$ cat config.mk
export PLATFORM = sky130hd
export DESIGN_NAME = pic_pair
export DESIGN_NICKNAME = d
export VERILOG_FILES = /design/src/verilog/pic_pair_pkg.sv /design/src/verilog/pic_pair.sv
export VERILOG_INCLUDE_DIRS = /design/src /design/src/verilog
export SDC_FILE = /design/constraint.sdc
export NUM_CORES = 1
export LEC_CHECK = 0
export BUFFER_PORTS_ARGS = -buffer_cell sky130_fd_sc_hd__buf_2
export CORE_UTILIZATION = 40
export DETAILED_ROUTE_END_ITERATION = 12
export GPL_TIMING_DRIVEN = 0
export PLACE_DENSITY = 0.64
export SLEW_MARGIN = 20
export SYNTH_ARGS = -nofsm -noshare
export SYNTH_HDL_FRONTEND = slang
export SYNTH_HIERARCHICAL = 1
export SYNTH_SLANG_ARGS = --single-unit
$ cat constraint.sdc
create_clock -name clk_sys -period 47.1 [get_ports clk_sys]
set_clock_uncertainty 0.15 [all_clocks]
set_input_delay 9.42 -clock clk_sys [delete_from_list [all_inputs] [get_ports clk_sys]]
set_output_delay 9.42 -clock clk_sys [all_outputs]
set_load 0.05 [all_outputs]
$ cat src/verilog/pic_pair_cfg.svh
`ifndef PIC_PAIR_CFG_SVH
`define PIC_PAIR_CFG_SVH
// I/O port addresses
`define PIC_MASTER_EVEN 8'h20
`define PIC_MASTER_ODD 8'h21
`define PIC_SLAVE_EVEN 8'ha0
`define PIC_SLAVE_ODD 8'ha1
// Field positions
`define PIC_START_BIT 4
`define PIC_LEVEL_BIT 3
`define PIC_SINGLE_BIT 1
`define PIC_NEED_W4_BIT 0
`define PIC_NEST_BIT 4
`define PIC_AEOI_BIT 1
`define PIC_OP3_BIT 3
`define PIC_POLL_BIT 2
`define PIC_CASC_BIT 2
// Command codes of the end command field
`define PIC_CMD_CLR_ROT 3'h0
`define PIC_CMD_NS_EOI 3'h1
`define PIC_CMD_SP_EOI 3'h3
`define PIC_CMD_SET_ROT 3'h4
`define PIC_CMD_ROT_NS 3'h5
`define PIC_CMD_SET_PRIO 3'h6
`define PIC_CMD_ROT_SP 3'h7
// Two-bit selectors and levels
`define PIC_SMM_OFF 2'h2
`define PIC_SMM_ON 2'h3
`define PIC_CASC_LEVEL 3'h2
`define PIC_RST_LOWEST 3'h7
`define PIC_SPURIOUS 3'h7
`endif

$ cat src/verilog/pic_pair_pkg.sv
`default_nettype none
package pic_pair_pkg;
   // One I/O cycle from the host, all on clk_sys
   typedef struct packed {
      logic [7:0] addr;
      logic [7:0] wdata;
      logic wr;
      logic rd;
   } io_req_t;
   // Position in the initialization sequence
   typedef enum logic [3:0] {
      ST_READY = 4'b0001,
      ST_W2 = 4'b0010,
      ST_W3 = 4'b0100,
      ST_W4 = 4'b1000
   } init_state_t;
endpackage
`default_nettype wire

$ cat src/verilog/pic_pair.sv
// What this block does
// RULE1: First init word (bit 4) restarts initialization
// RULE2: Bit 0 of first word requests fourth word
// RULE3: Even write, bit 4 low, is op word
// RULE4: Bit 3 selects edge or level sensing
// RULE5: Software enables level mode before selecting it
// RULE6: Bit 1 selects single or cascade; rest ignored
// RULE7: Second word gives vector base bits 7-3
// RULE8: Master third word bit 2 marks slave
// RULE9: Slave third word bits 2-0 hold identity
// RULE10: Fourth word bit 4 enables special nesting
// RULE11: Fourth word bit 1 selects automatic end
// RULE12: Software writes fixed bits of fourth word
// RULE13: Slave never takes a fourth word
// RULE14: Odd writes after setup load the mask
// RULE15: Op word two decodes end command field
// RULE16: Level field used by set priority
// RULE17: Software writes fixed bits of op words
// RULE18: Op word three bits 6-5 control special mask
// RULE19: Poll command makes next read return level
// RULE20: Op word three bits 1-0 select readback
// RULE21: Even and odd ports per controller decoded
// RULE22: Second acknowledge drives vector, sets in-service
// RULE23: Non-specific end clears highest in-service bit
// RULE24: Fixed priority level 0 first; rotation
// RULE25: Slave request drives master input 2
// RULE26: Odd writes follow the initialization order
// RULE27: Vector is base plus granted level
`timescale 1ns/10ps
`default_nettype none
`include "pic_pair_cfg.svh"

module pic_unit #(
   parameter bit IS_SLAVE = 1'b0
) (
   // Clock and reset
   input wire logic clk_sys,
   input wire logic sys_rst,
   // Host I/O cycle and port selects
   input wire pic_pair_pkg::io_req_t io,
   input wire logic sel_even,
   input wire logic sel_odd,
   // Requests and level mode permission
   input wire logic [7:0] req_in,
   input wire logic level_en,
   // Acknowledge phases
   input wire logic ack_first,
   input wire logic ack_second,
   // Results
   output logic int_out,
   output logic [7:0] vector,
   output logic cascade_hit,
   output logic [7:0] rd_data
);
   pic_pair_pkg::init_state_t state_q;
   logic level_q, single_q, need_w4_q, nest_q, aeoi_q, rot_aeoi_q;
   logic smm_q, rd_isr_q, poll_q, gvalid_q;
   logic [4:0] base_q;
   logic [7:0] casc_q, mask_q, irr_q, isr_q, req_prev_q, irr_d;
   logic [2:0] lowest_q, grant_q, best, isr_lvl;
   logic found, isr_any;
   logic [3:0] best_rank, isr_rank;
   logic wr_even, wr_odd, start, op2, op3, poll_rd, take, level_mode;
   logic [2:0] cmd, lvl, take_lvl;

   // Priority rank of a level: 0 is the highest under the current rotation
   function automatic logic [2:0] rank(input logic [2:0] l,
                                       input logic [2:0] low);
      rank = l - low - 3'h1;
   endfunction

   // Write decode
   assign wr_even = io.wr & sel_even;
   assign wr_odd = io.wr & sel_odd;
   assign start = wr_even & io.wdata[`PIC_START_BIT]; // RULE1
   assign op2 = wr_even & ~io.wdata[`PIC_START_BIT]
              & ~io.wdata[`PIC_OP3_BIT]; // RULE3
   assign op3 = wr_even & ~io.wdata[`PIC_START_BIT]
              & io.wdata[`PIC_OP3_BIT]; // RULE3
   assign cmd = io.wdata[7:5];
   assign lvl = io.wdata[2:0];
   assign poll_rd = io.rd & (sel_even | sel_odd) & poll_q;
   assign level_mode = level_q & level_en; // RULE5
   // Acknowledge or poll read takes the granted level into service
   assign take = (ack_second & gvalid_q) | (poll_rd & found); // RULE19
   assign take_lvl = poll_rd ? best : grant_q;

   // Priority resolution over requests and in-service levels
   always_comb
   begin
      isr_rank = 4'h8;
      isr_lvl = 3'h0;
      best_rank = 4'h8;
      best = 3'h0;
      for (int i = 0; i < 8; i++)
      begin
         if (isr_q[i] && {1'b0, rank(3'(i), lowest_q)} < isr_rank)
         begin
            isr_rank = {1'b0, rank(3'(i), lowest_q)}; // RULE24
            isr_lvl = 3'(i);
         end
      end
      for (int i = 0; i < 8; i++)
      begin
         if (irr_q[i] && !mask_q[i] // RULE14
             && (smm_q ? !isr_q[i] // RULE18
                 : ({1'b0, rank(3'(i), lowest_q)} < isr_rank
                    || (nest_q && 3'(i) == `PIC_CASC_LEVEL
                        && {1'b0, rank(3'(i), lowest_q)} == isr_rank)))
             && {1'b0, rank(3'(i), lowest_q)} < best_rank) // RULE10
         begin
            best_rank = {1'b0, rank(3'(i), lowest_q)}; // RULE24
            best = 3'(i);
         end
      end
   end
   assign found = best_rank != 4'h8;
   assign isr_any = isr_rank != 4'h8;
   assign int_out = found;

   // Initialization sequence
   always_ff @(posedge clk_sys or posedge sys_rst)
   begin
      if (sys_rst)
         state_q <= pic_pair_pkg::ST_READY;
      else if (start)
         state_q <= pic_pair_pkg::ST_W2; // RULE1
      else if (wr_odd)
      begin
         case (state_q)
            pic_pair_pkg::ST_W2: // RULE26
               if (!single_q)
                  state_q <= pic_pair_pkg::ST_W3;
               else if (need_w4_q)
                  state_q <= pic_pair_pkg::ST_W4;
               else
                  state_q <= pic_pair_pkg::ST_READY;
            pic_pair_pkg::ST_W3:
               state_q <= need_w4_q ? pic_pair_pkg::ST_W4
                                    : pic_pair_pkg::ST_READY; // RULE2
            pic_pair_pkg::ST_W4:
               state_q <= pic_pair_pkg::ST_READY;
            default:
               state_q <= pic_pair_pkg::ST_READY;
         endcase
      end
   end

   // Configuration words
   always_ff @(posedge clk_sys or posedge sys_rst)
   begin
      if (sys_rst)
      begin
         level_q <= 1'b0;
         single_q <= 1'b0;
         need_w4_q <= 1'b0;
         nest_q <= 1'b0;
         aeoi_q <= 1'b0;
         base_q <= 5'h00;
         casc_q <= 8'h00;
      end
      else if (start)
      begin
         level_q <= io.wdata[`PIC_LEVEL_BIT]; // RULE4
         single_q <= io.wdata[`PIC_SINGLE_BIT]; // RULE6
         need_w4_q <= IS_SLAVE ? 1'b0 : io.wdata[`PIC_NEED_W4_BIT]; // RULE13
         if (!io.wdata[`PIC_NEED_W4_BIT] || IS_SLAVE)
         begin
            nest_q <= 1'b0; // RULE2
            aeoi_q <= 1'b0;
         end
      end
      else if (wr_odd)
      begin
         if (state_q == pic_pair_pkg::ST_W2)
            base_q <= io.wdata[7:3]; // RULE7
         if (state_q == pic_pair_pkg::ST_W3)
            casc_q <= io.wdata; // RULE9
         if (state_q == pic_pair_pkg::ST_W4)
         begin
            nest_q <= io.wdata[`PIC_NEST_BIT]; // RULE10
            aeoi_q <= io.wdata[`PIC_AEOI_BIT]; // RULE11
         end
      end
   end

   // Mask register
   always_ff @(posedge clk_sys or posedge sys_rst)
   begin
      if (sys_rst)
         mask_q <= 8'h00;
      else if (start)
         mask_q <= 8'h00;
      else if (wr_odd && state_q == pic_pair_pkg::ST_READY)
         mask_q <= io.wdata; // RULE14
   end

   // Request register, one slice per input; a new edge wins over a clear
   generate
      for (genvar g = 0; g < 8; g++)
      begin : g_irr
         always_comb
         begin
            if (level_mode)
               irr_d[g] = req_in[g]; // RULE4
            else if (req_in[g] && !req_prev_q[g])
               irr_d[g] = 1'b1;
            else if (start || (take && take_lvl == 3'(g)))
               irr_d[g] = 1'b0; // RULE22
            else
               irr_d[g] = irr_q[g];
         end
      end
   endgenerate

   // Request and edge history registers
   always_ff @(posedge clk_sys or posedge sys_rst)
   begin
      if (sys_rst)
      begin
         irr_q <= 8'h00;
         req_prev_q <= 8'h00;
      end
      else
      begin
         irr_q <= irr_d;
         req_prev_q <= req_in;
      end
   end

   // In-service register: end commands clear, a new grant sets
   always_ff @(posedge clk_sys or posedge sys_rst)
   begin
      if (sys_rst)
         isr_q <= 8'h00;
      else if (start)
         isr_q <= 8'h00;
      else
      begin
         for (int i = 0; i < 8; i++)
         begin
            if (op2 && isr_any && isr_lvl == 3'(i)
                && (cmd == `PIC_CMD_NS_EOI || cmd == `PIC_CMD_ROT_NS))
               isr_q[i] <= 1'b0; // RULE23
            if (op2 && lvl == 3'(i)
                && (cmd == `PIC_CMD_SP_EOI || cmd == `PIC_CMD_ROT_SP))
               isr_q[i] <= 1'b0; // RULE15
            if (take && !aeoi_q && take_lvl == 3'(i))
               isr_q[i] <= 1'b1; // RULE11
         end
      end
   end

   // Rotation: lowest priority level and rotate on automatic end
   always_ff @(posedge clk_sys or posedge sys_rst)
   begin
      if (sys_rst)
      begin
         lowest_q <= `PIC_RST_LOWEST;
         rot_aeoi_q <= 1'b0;
      end
      else if (start)
      begin
         lowest_q <= `PIC_RST_LOWEST; // RULE24
         rot_aeoi_q <= 1'b0;
      end
      else if (op2)
      begin
         case (cmd) // RULE15
            `PIC_CMD_CLR_ROT: rot_aeoi_q <= 1'b0;
            `PIC_CMD_SET_ROT: rot_aeoi_q <= 1'b1;
            `PIC_CMD_ROT_NS: if (isr_any) lowest_q <= isr_lvl;
            `PIC_CMD_SET_PRIO: lowest_q <= lvl; // RULE16
            `PIC_CMD_ROT_SP: lowest_q <= lvl;
            default: lowest_q <= lowest_q;
         endcase
      end
      else if (take && aeoi_q && rot_aeoi_q)
         lowest_q <= take_lvl; // RULE24
   end

   // Special mask, readback select and poll
   always_ff @(posedge clk_sys or posedge sys_rst)
   begin
      if (sys_rst)
      begin
         smm_q <= 1'b0;
         rd_isr_q <= 1'b0;
         poll_q <= 1'b0;
      end
      else if (start)
      begin
         smm_q <= 1'b0;
         rd_isr_q <= 1'b0;
         poll_q <= 1'b0;
      end
      else if (op3)
      begin
         if (io.wdata[6:5] == `PIC_SMM_ON)
            smm_q <= 1'b1; // RULE18
         else if (io.wdata[6:5] == `PIC_SMM_OFF)
            smm_q <= 1'b0;
         if (io.wdata[1])
            rd_isr_q <= io.wdata[0]; // RULE20
         poll_q <= io.wdata[`PIC_POLL_BIT]; // RULE19
      end
      else if (poll_rd)
         poll_q <= 1'b0;
   end

   // Level frozen by the first acknowledge
   always_ff @(posedge clk_sys or posedge sys_rst)
   begin
      if (sys_rst)
      begin
         grant_q <= 3'h0;
         gvalid_q <= 1'b0;
      end
      else if (ack_first)
      begin
         grant_q <= found ? best : `PIC_SPURIOUS;
         gvalid_q <= found;
      end
      else if (ack_second)
         gvalid_q <= 1'b0;
   end

   // Vector, cascade hand-off and readback
   assign vector = {base_q, grant_q}; // RULE27
   assign cascade_hit = !IS_SLAVE && !single_q && gvalid_q
                      && casc_q[`PIC_CASC_BIT]
                      && grant_q == `PIC_CASC_LEVEL; // RULE8
   assign rd_data = poll_q ? {found, 4'h0, best} // RULE19
                  : sel_odd ? mask_q
                  : rd_isr_q ? isr_q : irr_q; // RULE20
endmodule // pic_unit

module pic_pair (
   // Clock and reset
   input wire logic clk_sys,
   input wire logic sys_rst,
   // Host I/O cycles
   input wire pic_pair_pkg::io_req_t io,
   output logic [7:0] io_rdata,
   // Interrupt request pins, 0-7 master except 2 (unused, slave drives that input), 8-15 slave
   input wire logic [15:0] irq_pin,
   input wire logic level_mode_enable,
   // Interrupt to the CPU and acknowledge cycles
   output logic cpu_int,
   input wire logic ack_pulse,
   output logic [7:0] ack_vector,
   output logic ack_vector_valid
);
   logic [15:0] sync1_q, sync2_q;
   logic m_even, m_odd, s_even, s_odd, phase_q, ack_first, ack_second;
   logic m_int, s_int, m_casc;
   logic [7:0] m_vec, s_vec, m_rd, s_rd;

   // Pin synchronisers
   always_ff @(posedge clk_sys or posedge sys_rst)
   begin
      if (sys_rst)
      begin
         sync1_q <= 16'h0000;
         sync2_q <= 16'h0000;
      end
      else
      begin
         sync1_q <= irq_pin;
         sync2_q <= sync1_q;
      end
   end

   // Port decode
   assign m_even = io.addr == `PIC_MASTER_EVEN; // RULE21
   assign m_odd = io.addr == `PIC_MASTER_ODD;
   assign s_even = io.addr == `PIC_SLAVE_EVEN;
   assign s_odd = io.addr == `PIC_SLAVE_ODD;

   // Acknowledge phase: first pulse freezes, second takes the vector
   always_ff @(posedge clk_sys or posedge sys_rst)
   begin
      if (sys_rst)
         phase_q <= 1'b0;
      else if (ack_pulse)
         phase_q <= ~phase_q;
   end
   assign ack_first = ack_pulse & ~phase_q;
   assign ack_second = ack_pulse & phase_q;

   pic_unit #(.IS_SLAVE(1'b0)) u_master (
      .clk_sys(clk_sys),
      .sys_rst(sys_rst),
      .io(io),
      .sel_even(m_even),
      .sel_odd(m_odd),
      .req_in({sync2_q[7:3], s_int, sync2_q[1:0]}), // RULE25
      .level_en(level_mode_enable),
      .ack_first(ack_first),
      .ack_second(ack_second),
      .int_out(m_int),
      .vector(m_vec),
      .cascade_hit(m_casc),
      .rd_data(m_rd)
   );

   pic_unit #(.IS_SLAVE(1'b1)) u_slave (
      .clk_sys(clk_sys),
      .sys_rst(sys_rst),
      .io(io),
      .sel_even(s_even),
      .sel_odd(s_odd),
      .req_in(sync2_q[15:8]),
      .level_en(level_mode_enable),
      .ack_first(ack_first),
      .ack_second(ack_second & m_casc),
      .int_out(s_int),
      .vector(s_vec),
      .cascade_hit(),
      .rd_data(s_rd)
   );

   assign cpu_int = m_int;

   // Vector register; the slave answers when it owns the grant
   always_ff @(posedge clk_sys or posedge sys_rst)
   begin
      if (sys_rst)
      begin
         ack_vector <= 8'h00;
         ack_vector_valid <= 1'b0;
      end
      else
      begin
         ack_vector_valid <= ack_second; // RULE22
         if (ack_second)
            ack_vector <= m_casc ? s_vec : m_vec; // RULE27
      end
   end

   // Read data register
   always_ff @(posedge clk_sys or posedge sys_rst)
   begin
      if (sys_rst)
         io_rdata <= 8'h00;
      else if (io.rd)
         io_rdata <= (m_even || m_odd) ? m_rd
                   : (s_even || s_odd) ? s_rd : 8'h00;
   end
endmodule // pic_pair
`default_nettype wire

==> impl_metrics.yaml, run 1 <==
route:
  num_vias: 11370
  wl_per_cell_um: 19.85
  drcViolationCount: 0
  drtAntennaViolNets: 0
  drtPass1Iterations: 6
  drtIter0Drc: 1358
  viasPerCell: 6.087
  finalWirelength_um: 37090
placed_design:
  detailed_place_hpwl_um: 28020
  gp_congestion: 0.9195
  port_buffers: 53
  postPlaceCellArea_um2: 13120
  dp.cells: 1835
floorplan:
  start_util_pct: 41.10
  fp.dieH_um: 177.4
  core_um2: 29950
  die-area_um2: 31490
  rows: 63
  ios: 56
  die_x_um: 177.4
clock_tree:
  ctsResizeCount: 0
  cts_buffers: 17
  htree_levels: 4
  cts_buffer_depth: 2
  cts_root_buffer: "clkbuf_16"
  path_clk_slew_ns: 0.07
  insertion_delay_ns: 0.43
  cts_tree: "done"
  cts_num_sinks: 161
  hold_buffers: 0
  postCtsSetupRepairBufs: 0
sta:
  setup_tns_ns: 0
  hold_viol: 0
  period_needed_ns: 31.18
  finalCritPeriodShare_pct: 66.19
  drv_slew: 0
  worstMarginPinSlew_ns: 1.074
  fmax_mhz: 32.08
  setup_viol: 0
  relSlewSlack_pct: 27.88
  rsz0062_at_grt: "no"
finish:
  diodes: 0
  nets: 1589
  stdcell_count: 1868
  area_growth_pct: 11.83
  fin_util_pct: 45.96
  largestRegisters: "sync1_q x15, sync2_q x15"
  drive_gt1_share_pct: 13.67
  stdcell_area_um2: 13770
grt:
  antenna_found_initial: 0
  grt_max_degree: 57
  grt_overflow_total: 0
  grt_pass1_wl_um: 59190
  grt_usage_pct: 24.11
  grt_pass1_vias: 10760
yosys:
  syn_avg_cell_area_um2: 8.857
  syn_nets: 1514
  syn-instance-count: 1390
  synthesis.area_um2: 12310
  synth_warnings: 6
hold_path:
  hold_path_class: "reg2reg"
worst_setup_path:
  cp_slowest_cell: "ha_1"
  cp-end-kind: "primary output"
  worstPathMaxFanout: 12
  worstPathArrival_ns: 21.61
  critPathMostFrequentCell: "ha_1"
  crit_type: "reg2out"
  worstPathRequired_ns: 37.53
  cp_top_family: "compound AO/OA/AOI/OAI gates"
  crit_buf_inv: 8
  startpoint_type: "flop"
  cp_slowest_stage_delay_ns: 0.68
run_status:
  outcome: "finished clean"
run:
  max_cap_viol_count: 0
-- placed cells by master, fill, tap and decap left out, types with 27 or more instances in the layout --
master	instances
o21a_1	27
clkbuf_1	35
nand2b_1	39
buf_2	61
o21ai_0	62
ha_1	86
nand2_1	131
mux2i_1	64
mux2_2	34
nor2_1	126
a21oi_1	116
nand3_1	31
inv_1	57
dfrtp_1	153
-- cell type report --
type | count | area [um2]
Buffer | 54 | 252.7
Clock buffer | 18 | 429.2
Clock inverter | 14 | 216.5
Fill cell | 2926 | 16190
Inverter | 61 | 234.0
Multi-Input combinational cell | 1114 | 7791
Sequential cell | 161 | 4039
Tap cell | 390 | 488.0
Timing Repair Buffer | 56 | 317.8
-- worst reg2reg max path, delay by kind of cell (launching register included) --
family	cells	cell delay, ns
AOI/OAI and AO/OA	46	12.02
adders and majority gates	16	5.06
buffers and inverters	7	1.33
DFF	1	0.65
muxes	10	3.54
and+or+nand+nor	20	2.75
-- per-stage QoR --
stage                     worst slack (ns)  hold WS (ns)
after floorplan                      19.89        0.1812
after global placement               16.91        0.1821
after detailed placement             16.78        0.1847
after CTS                            16.22        0.1996
after global routing                 14.40        0.2026
final                                15.92        0.1982
-- final timing paths --
path	slack [ns]	start	endpoint	cells after the start
setup / recovery	15.92	u_master/lowest_q[1]$_DFFE_PP1P_	cpu_int	85
setup reg to reg	21.47	u_slave/lowest_q[1]$_DFFE_PP1P_	u_slave/irr_q[1]$_DFFE_PP0P_	99
hold reg to reg	0.20	sync1_q[14]$_DFF_PP0_	sync2_q[14]$_DFF_PP0_	0
max in group asynchronous	37.34	sys_rst	u_slave/nest_q$_DFFE_PP0P_	2
min in group asynchronous	8.74	sys_rst	u_master/base_q[4]$_DFFE_PP0P_	2
hold / removal	0.20	sync1_q[14]$_DFF_PP0_	sync2_q[14]$_DFF_PP0_	0
-- metal layers --
metal  global-route usage, %  vias up  part of all wire [%]
met2                   35.79      473                    43
met4                   7.016        0                   2.0
met3                   3.342       59                   7.5
met1                   36.01     5493                    48
li1                        -     5345                     -
met5                       0        -                     0
Power of run 1 is not shown: default switching activity piles up to over one toggle a cycle in this logic, so the estimate is an artifact.
==> inputs of run 2 (changes only) <==
--- a/config.mk
+++ b/config.mk
@@ -10,7 +10,7 @@
 export CORE_UTILIZATION = 40
 export DETAILED_ROUTE_END_ITERATION = 12
 export GPL_TIMING_DRIVEN = 0
-export PLACE_DENSITY = 0.64
+export PLACE_DENSITY = 0.66
 export SLEW_MARGIN = 20
 export SYNTH_ARGS = -nofsm -noshare
 export SYNTH_HDL_FRONTEND = slang
==> constraint.sdc (replaced) <==
create_clock -name clk_sys -period 27 [get_ports clk_sys]
set_clock_uncertainty 0.15 [all_clocks]
set_input_delay 5.4 -clock clk_sys [delete_from_list [all_inputs] [get_ports clk_sys]]
set_output_delay 5.4 -clock clk_sys [all_outputs]
set_load 0.05 [all_outputs]
==> impl_metrics.yaml, run 2 (synthesized netlist as in run 1, its figures left out) <==
run_status:
  outcome: "finished clean"
sta:
  hold_viol: 0
  setup_tns_ns: 0
  finalCritPeriodShare_pct: 95.24
  drv_slew: 0
  period_needed_ns: 25.71
  worstMarginPinSlew_ns: 1.116
  setup_viol: 0
  rsz0062_at_grt: "no"
  fmax_mhz: 38.89
  relSlewSlack_pct: 25.01
clock_tree:
  htree_levels: 4
  path_clk_slew_ns: 0.06
  hold_buffers: 0
  cts_tree: "done"
  cts_root_buffer: "clkbuf_16"
  cts_buffers: 17
  cts_num_sinks: 161
  cts_buffer_depth: 2
  insertion_delay_ns: 0.43
route:
  drtAntennaViolNets: 0
  viasPerCell: 6.073
  finalWirelength_um: 37480
  drtIter0Drc: 1210
  wl_per_cell_um: 20.03
  num_vias: 11360
  drcViolationCount: 0
  drtPass1Iterations: 6
worst_setup_path:
  reg2reg_depth: 100
  cp_slowest_stage_delay_ns: 0.58
  worstPathMaxFanout: 12
  startpoint_type: "flop"
  crit_type: "reg2out"
  reg2reg_slack_ns: 1.70
  rr_endpoint: "u_slave/irr_q[0]$_DFFE_PP0P_"
  critPathMostFrequentCell: "ha_1"
  r2r-start: "u_slave/lowest_q[1]$_DFFE_PP1P_"
  worstPathArrival_ns: 20.16
  cp_slowest_cell: "dfstp_2"
  worstSetupStartpoint: "u_master/lowest_q[0]$_DFFE_PP1P_"
  cp-end-kind: "primary output"
  worstPathRequired_ns: 21.45
  crit_end: "cpu_int"
floorplan:
  die_x_um: 177.4
  core_um2: 29950
  start_util_pct: 41.10
  fp.dieH_um: 177.4
  ios: 56
  die-area_um2: 31490
  rows: 63
finish:
  fillers: 2878
  largestRegisters: "sync1_q x15, sync2_q x15"
  drive_gt1_share_pct: 14.52
  diodes: 0
  area_growth_pct: 12.11
  layout_common_cells: "dfrtp_1, nand2_1, nor2_1"
  layout_commonest_cell: "dfrtp_1"
  nets: 1593
hold_path:
  hold_path_class: "reg2reg"
  min_path_cells: 0
grt:
  grt_usage_pct: 24.16
  grt_overflow_total: 0
  antenna_found_initial: 0
  grt_max_degree: 57
  grt_pass1_wl_um: 59440
  grt_pass1_vias: 10900
placed_design:
  detailed_place_hpwl_um: 28130
  gp_congestion: 0.9330
  port_buffers: 53
run:
  max_cap_viol_count: 0
## run 2: cell count changes in the layout (fill, tap and decap cells not counted), moves of 2 or more
cell      previous run  this run
buf_4                2         6
a21oi_2              3         5
clkinv_4             0         6
clkbuf_1            35        33
a21oi_1            116       114
o21ai_2              1         3
inv_8                4         0
o21ai_0             62        59
## run 2: critical path, delay by kind of cell, from the launching register on
kind | cells | cell delay, ns
adder cells (fa/ha/maj) | 15 | 4.31
flip-flops | 1 | 0.58
AND/OR/NAND/NOR | 14 | 2.20
AO/OA/AOI/OAI | 40 | 8.65
multiplexers | 8 | 2.77
buffers and inverters | 8 | 1.25
## run 2: cell type report
cell class	instances	area, um2	area share (%)
buffer	54	255.2	1.849
clock buffer	18	429.2	3.109
clock inverter	13	177.7	1.287
inverter	61	241.5	1.749
multi-input combinational	1114	7825	56.69
sequential	161	4039	29.26
tap	390	488.0	3.535
timing repair buffer	60	347.8	2.520
## run 2: layer usage
layer / vias to the layer above / part of all wire, % / GRT usage (%)
met5: - / 0 / 0
met4: 0 / 1.8 / 6.553
met3: 57 / 7.1 / 3.706
met2: 501 / 43 / 36.49
met1: 5463 / 48 / 35.53
li1: 5341 / - / -
## run 2: worst min-delay path by stage
stage	start	end	slack (ns)
finish	sync1_q[6]$_DFF_PP0_	sync2_q[6]$_DFF_PP0_	0.20
global route	sync1_q[6]$_DFF_PP0_	sync2_q[6]$_DFF_PP0_	0.20
CTS	sync1_q[11]$_DFF_PP0_	sync2_q[11]$_DFF_PP0_	0.20
detailed placement	sync1_q[11]$_DFF_PP0_	sync2_q[11]$_DFF_PP0_	0.18
global placement	sync1_q[9]$_DFF_PP0_	sync2_q[9]$_DFF_PP0_	0.18
floorplan	sync1_q[0]$_DFF_PP0_	sync2_q[0]$_DFF_PP0_	0.18
## run 2: per-stage QoR
stage / cell area (um2) / cells / hold WS (ns) / util [%] / setup slack, ns
after global placement: 13070 / 1833 / 0.1816 / 43.62 / 0.9146
after detailed placement: 13120 / 1835 / 0.1847 / 43.79 / 0.6822
final: 13800 / 1871 / 0.1981 / 46.08 / 1.285
after global routing: 13800 / 1871 / 0.2036 / 46.08 / 0.009210
after floorplan: 12310 / 1390 / 0.1812 / - / 3.813
after CTS: 13720 / 1866 / 0.1997 / 45.82 / 0.1289
## run 2: repair_timing
item | CTS | global route
resized for setup | 0 | 16
buffers inserted | 0 | 4
setup endpoints to repair | 0 | 21
Power of run 2 is left out for the same reason.
==> inputs of run 3 (changes only) <==
--- a/config.mk
+++ b/config.mk
@@ -7,6 +7,7 @@
 export NUM_CORES = 1
 export LEC_CHECK = 0
 export BUFFER_PORTS_ARGS = -buffer_cell sky130_fd_sc_hd__buf_2
+export CORE_MARGIN = 2
 export CORE_UTILIZATION = 40
 export DETAILED_ROUTE_END_ITERATION = 12
 export GPL_TIMING_DRIVEN = 0
==> impl_metrics.yaml, run 3 (synthesized netlist as in run 1, its figures left out) <==
sta:
  drv_slew: 0
  fmax_mhz: 39.02
  setup_tns_ns: 0
  setup_viol: 0
  rsz0062_at_grt: "no"
  timing.hold.ws_ns: 0.1900
  worstMarginPinSlew_ns: 1.008
  finalCritPeriodShare_pct: 94.92
  relSlewSlack_pct: 32.81
  hold_viol: 0
  period_needed_ns: 25.63
clock_tree:
  cts_buffer_depth: 2
  htree_levels: 4
  cts_root_buffer: "clkbuf_16"
  insertion_delay_ns: 0.44
  hold_buffers: 0
  cts_tree: "done"
  cts_num_sinks: 161
  path_clk_slew_ns: 0.08
  cts_buffers: 17
route:
  num_vias: 11430
  wl_met3_um: 2617
  finalWirelength_um: 37200
  wl_met1_um: 17480
  drtPass1Iterations: 6
  drcViolationCount: 0
  drtIter0Drc: 1247
  viasPerCell: 6.099
  drtAntennaViolNets: 0
  wl_met2_um: 16200
  highest_layer: "met4"
  wl_per_cell_um: 19.85
worst_setup_path:
  worstPathRequired_ns: 21.45
  cp-end-kind: "primary output"
  cp_slowest_stage_delay_ns: 0.60
  critPathMostFrequentCell: "ha_1"
  cp_slowest_cell: "dfstp_2"
  worstPathMaxFanout: 12
  worstPathArrival_ns: 20.08
  crit_type: "reg2out"
  startpoint_type: "flop"
placed_design:
  detailed_place_hpwl_um: 28050
  dp.cells: 1841
  gp_congestion: 0.9378
  port_buffers: 53
finish:
  stdcell_count: 1874
  layout_commonest_cell: "dfrtp_1"
  diodes: 0
  nets: 1589
  drive_gt1_share_pct: 14.21
  largestRegisters: "sync1_q x15, sync2_q x15"
  layout_common_cells: "dfrtp_1, nand2_1, nor2_1"
  area_growth_pct: 12.06
run_status:
  outcome: "finished clean"
hold_path:
  hold_path_class: "reg2reg"
run:
  max_cap_viol_count: 0
grt:
  grt_usage_pct: 22.85
  grt_pass1_wl_um: 59690
  grt_pass1_vias: 11030
  grt_overflow_total: 0
  antenna_found_initial: 0
  grt_max_degree: 56
floorplan:
  core_um2: 30430
  die_x_um: 179.4
  die-area_um2: 32200
  rows: 64
  fp.dieH_um: 179.4
  start_util_pct: 40.46
  ios: 56
[run 3: worst max-delay path, delay by kind of cell (launching register included)]
kind / cells / cell delay, ns
adders and majority gates: 15 / 4.33
buffers and inverters: 7 / 1.19
DFF: 1 / 0.60
muxes: 7 / 2.49
and+or+nand+nor: 17 / 2.57
AOI/OAI and AO/OA: 39 / 8.42
[run 3: per-layer routing]
layer | vias to the layer above | global-route usage, %
met3 | 74 | 4.032
met1 | 5498 | 33.45
met4 | 0 | 7.415
met2 | 509 | 34.11
li1 | 5349 | -
met5 | - | 0
[run 3: area by class of cell]
type	count	area (um2)
Buffer	54	254.0
Clock buffer	18	439.2
Clock inverter	14	192.7
Fill cell	2935	16630
Inverter	61	237.7
Multi-Input combinational cell	1114	7819
Sequential cell	161	4039
Tap cell	396	495.5
Timing Repair Buffer	56	320.3
[run 3: metrics by stage]
step | utilization (%) | area [um2] | setup WS, ns
floorplan | - | 12310 | 3.813
global placement | 42.96 | 13070 | 0.9969
detailed placement | 43.13 | 13130 | 0.9304
CTS | 45.21 | 13760 | 0.3534
global route | 45.34 | 13800 | 0.06417
finish | 45.34 | 13800 | 1.373
[run 3: path summary, 6_finish.rpt]
path / from / endpoint / slack, ns / depth (start not counted)
setup / recovery: u_master/lowest_q[0]$_DFFE_PP1P_ / cpu_int / 1.37 / 85
hold / removal: sync1_q[1]$_DFF_PP0_ / sync2_q[1]$_DFF_PP0_ / 0.19 / 0
setup reg to reg: u_slave/lowest_q[0]$_DFFE_PP1P_ / u_slave/irr_q[1]$_DFFE_PP0P_ / 1.96 / 99
hold reg to reg: sync1_q[1]$_DFF_PP0_ / sync2_q[1]$_DFF_PP0_ / 0.19 / 0
max in group asynchronous: sys_rst / u_slave/isr_q[6]$_DFFE_PP0P_ / 21.22 / 2
min in group asynchronous: sys_rst / u_master/base_q[2]$_DFFE_PP0P_ / 4.73 / 2
[run 3: what timing repair did]
item,in CTS,in global routing
buffers inserted,0,1
setup endpoints to repair,0,18
gates resized for setup,0,12
Power of run 3 is left out for the same reason.
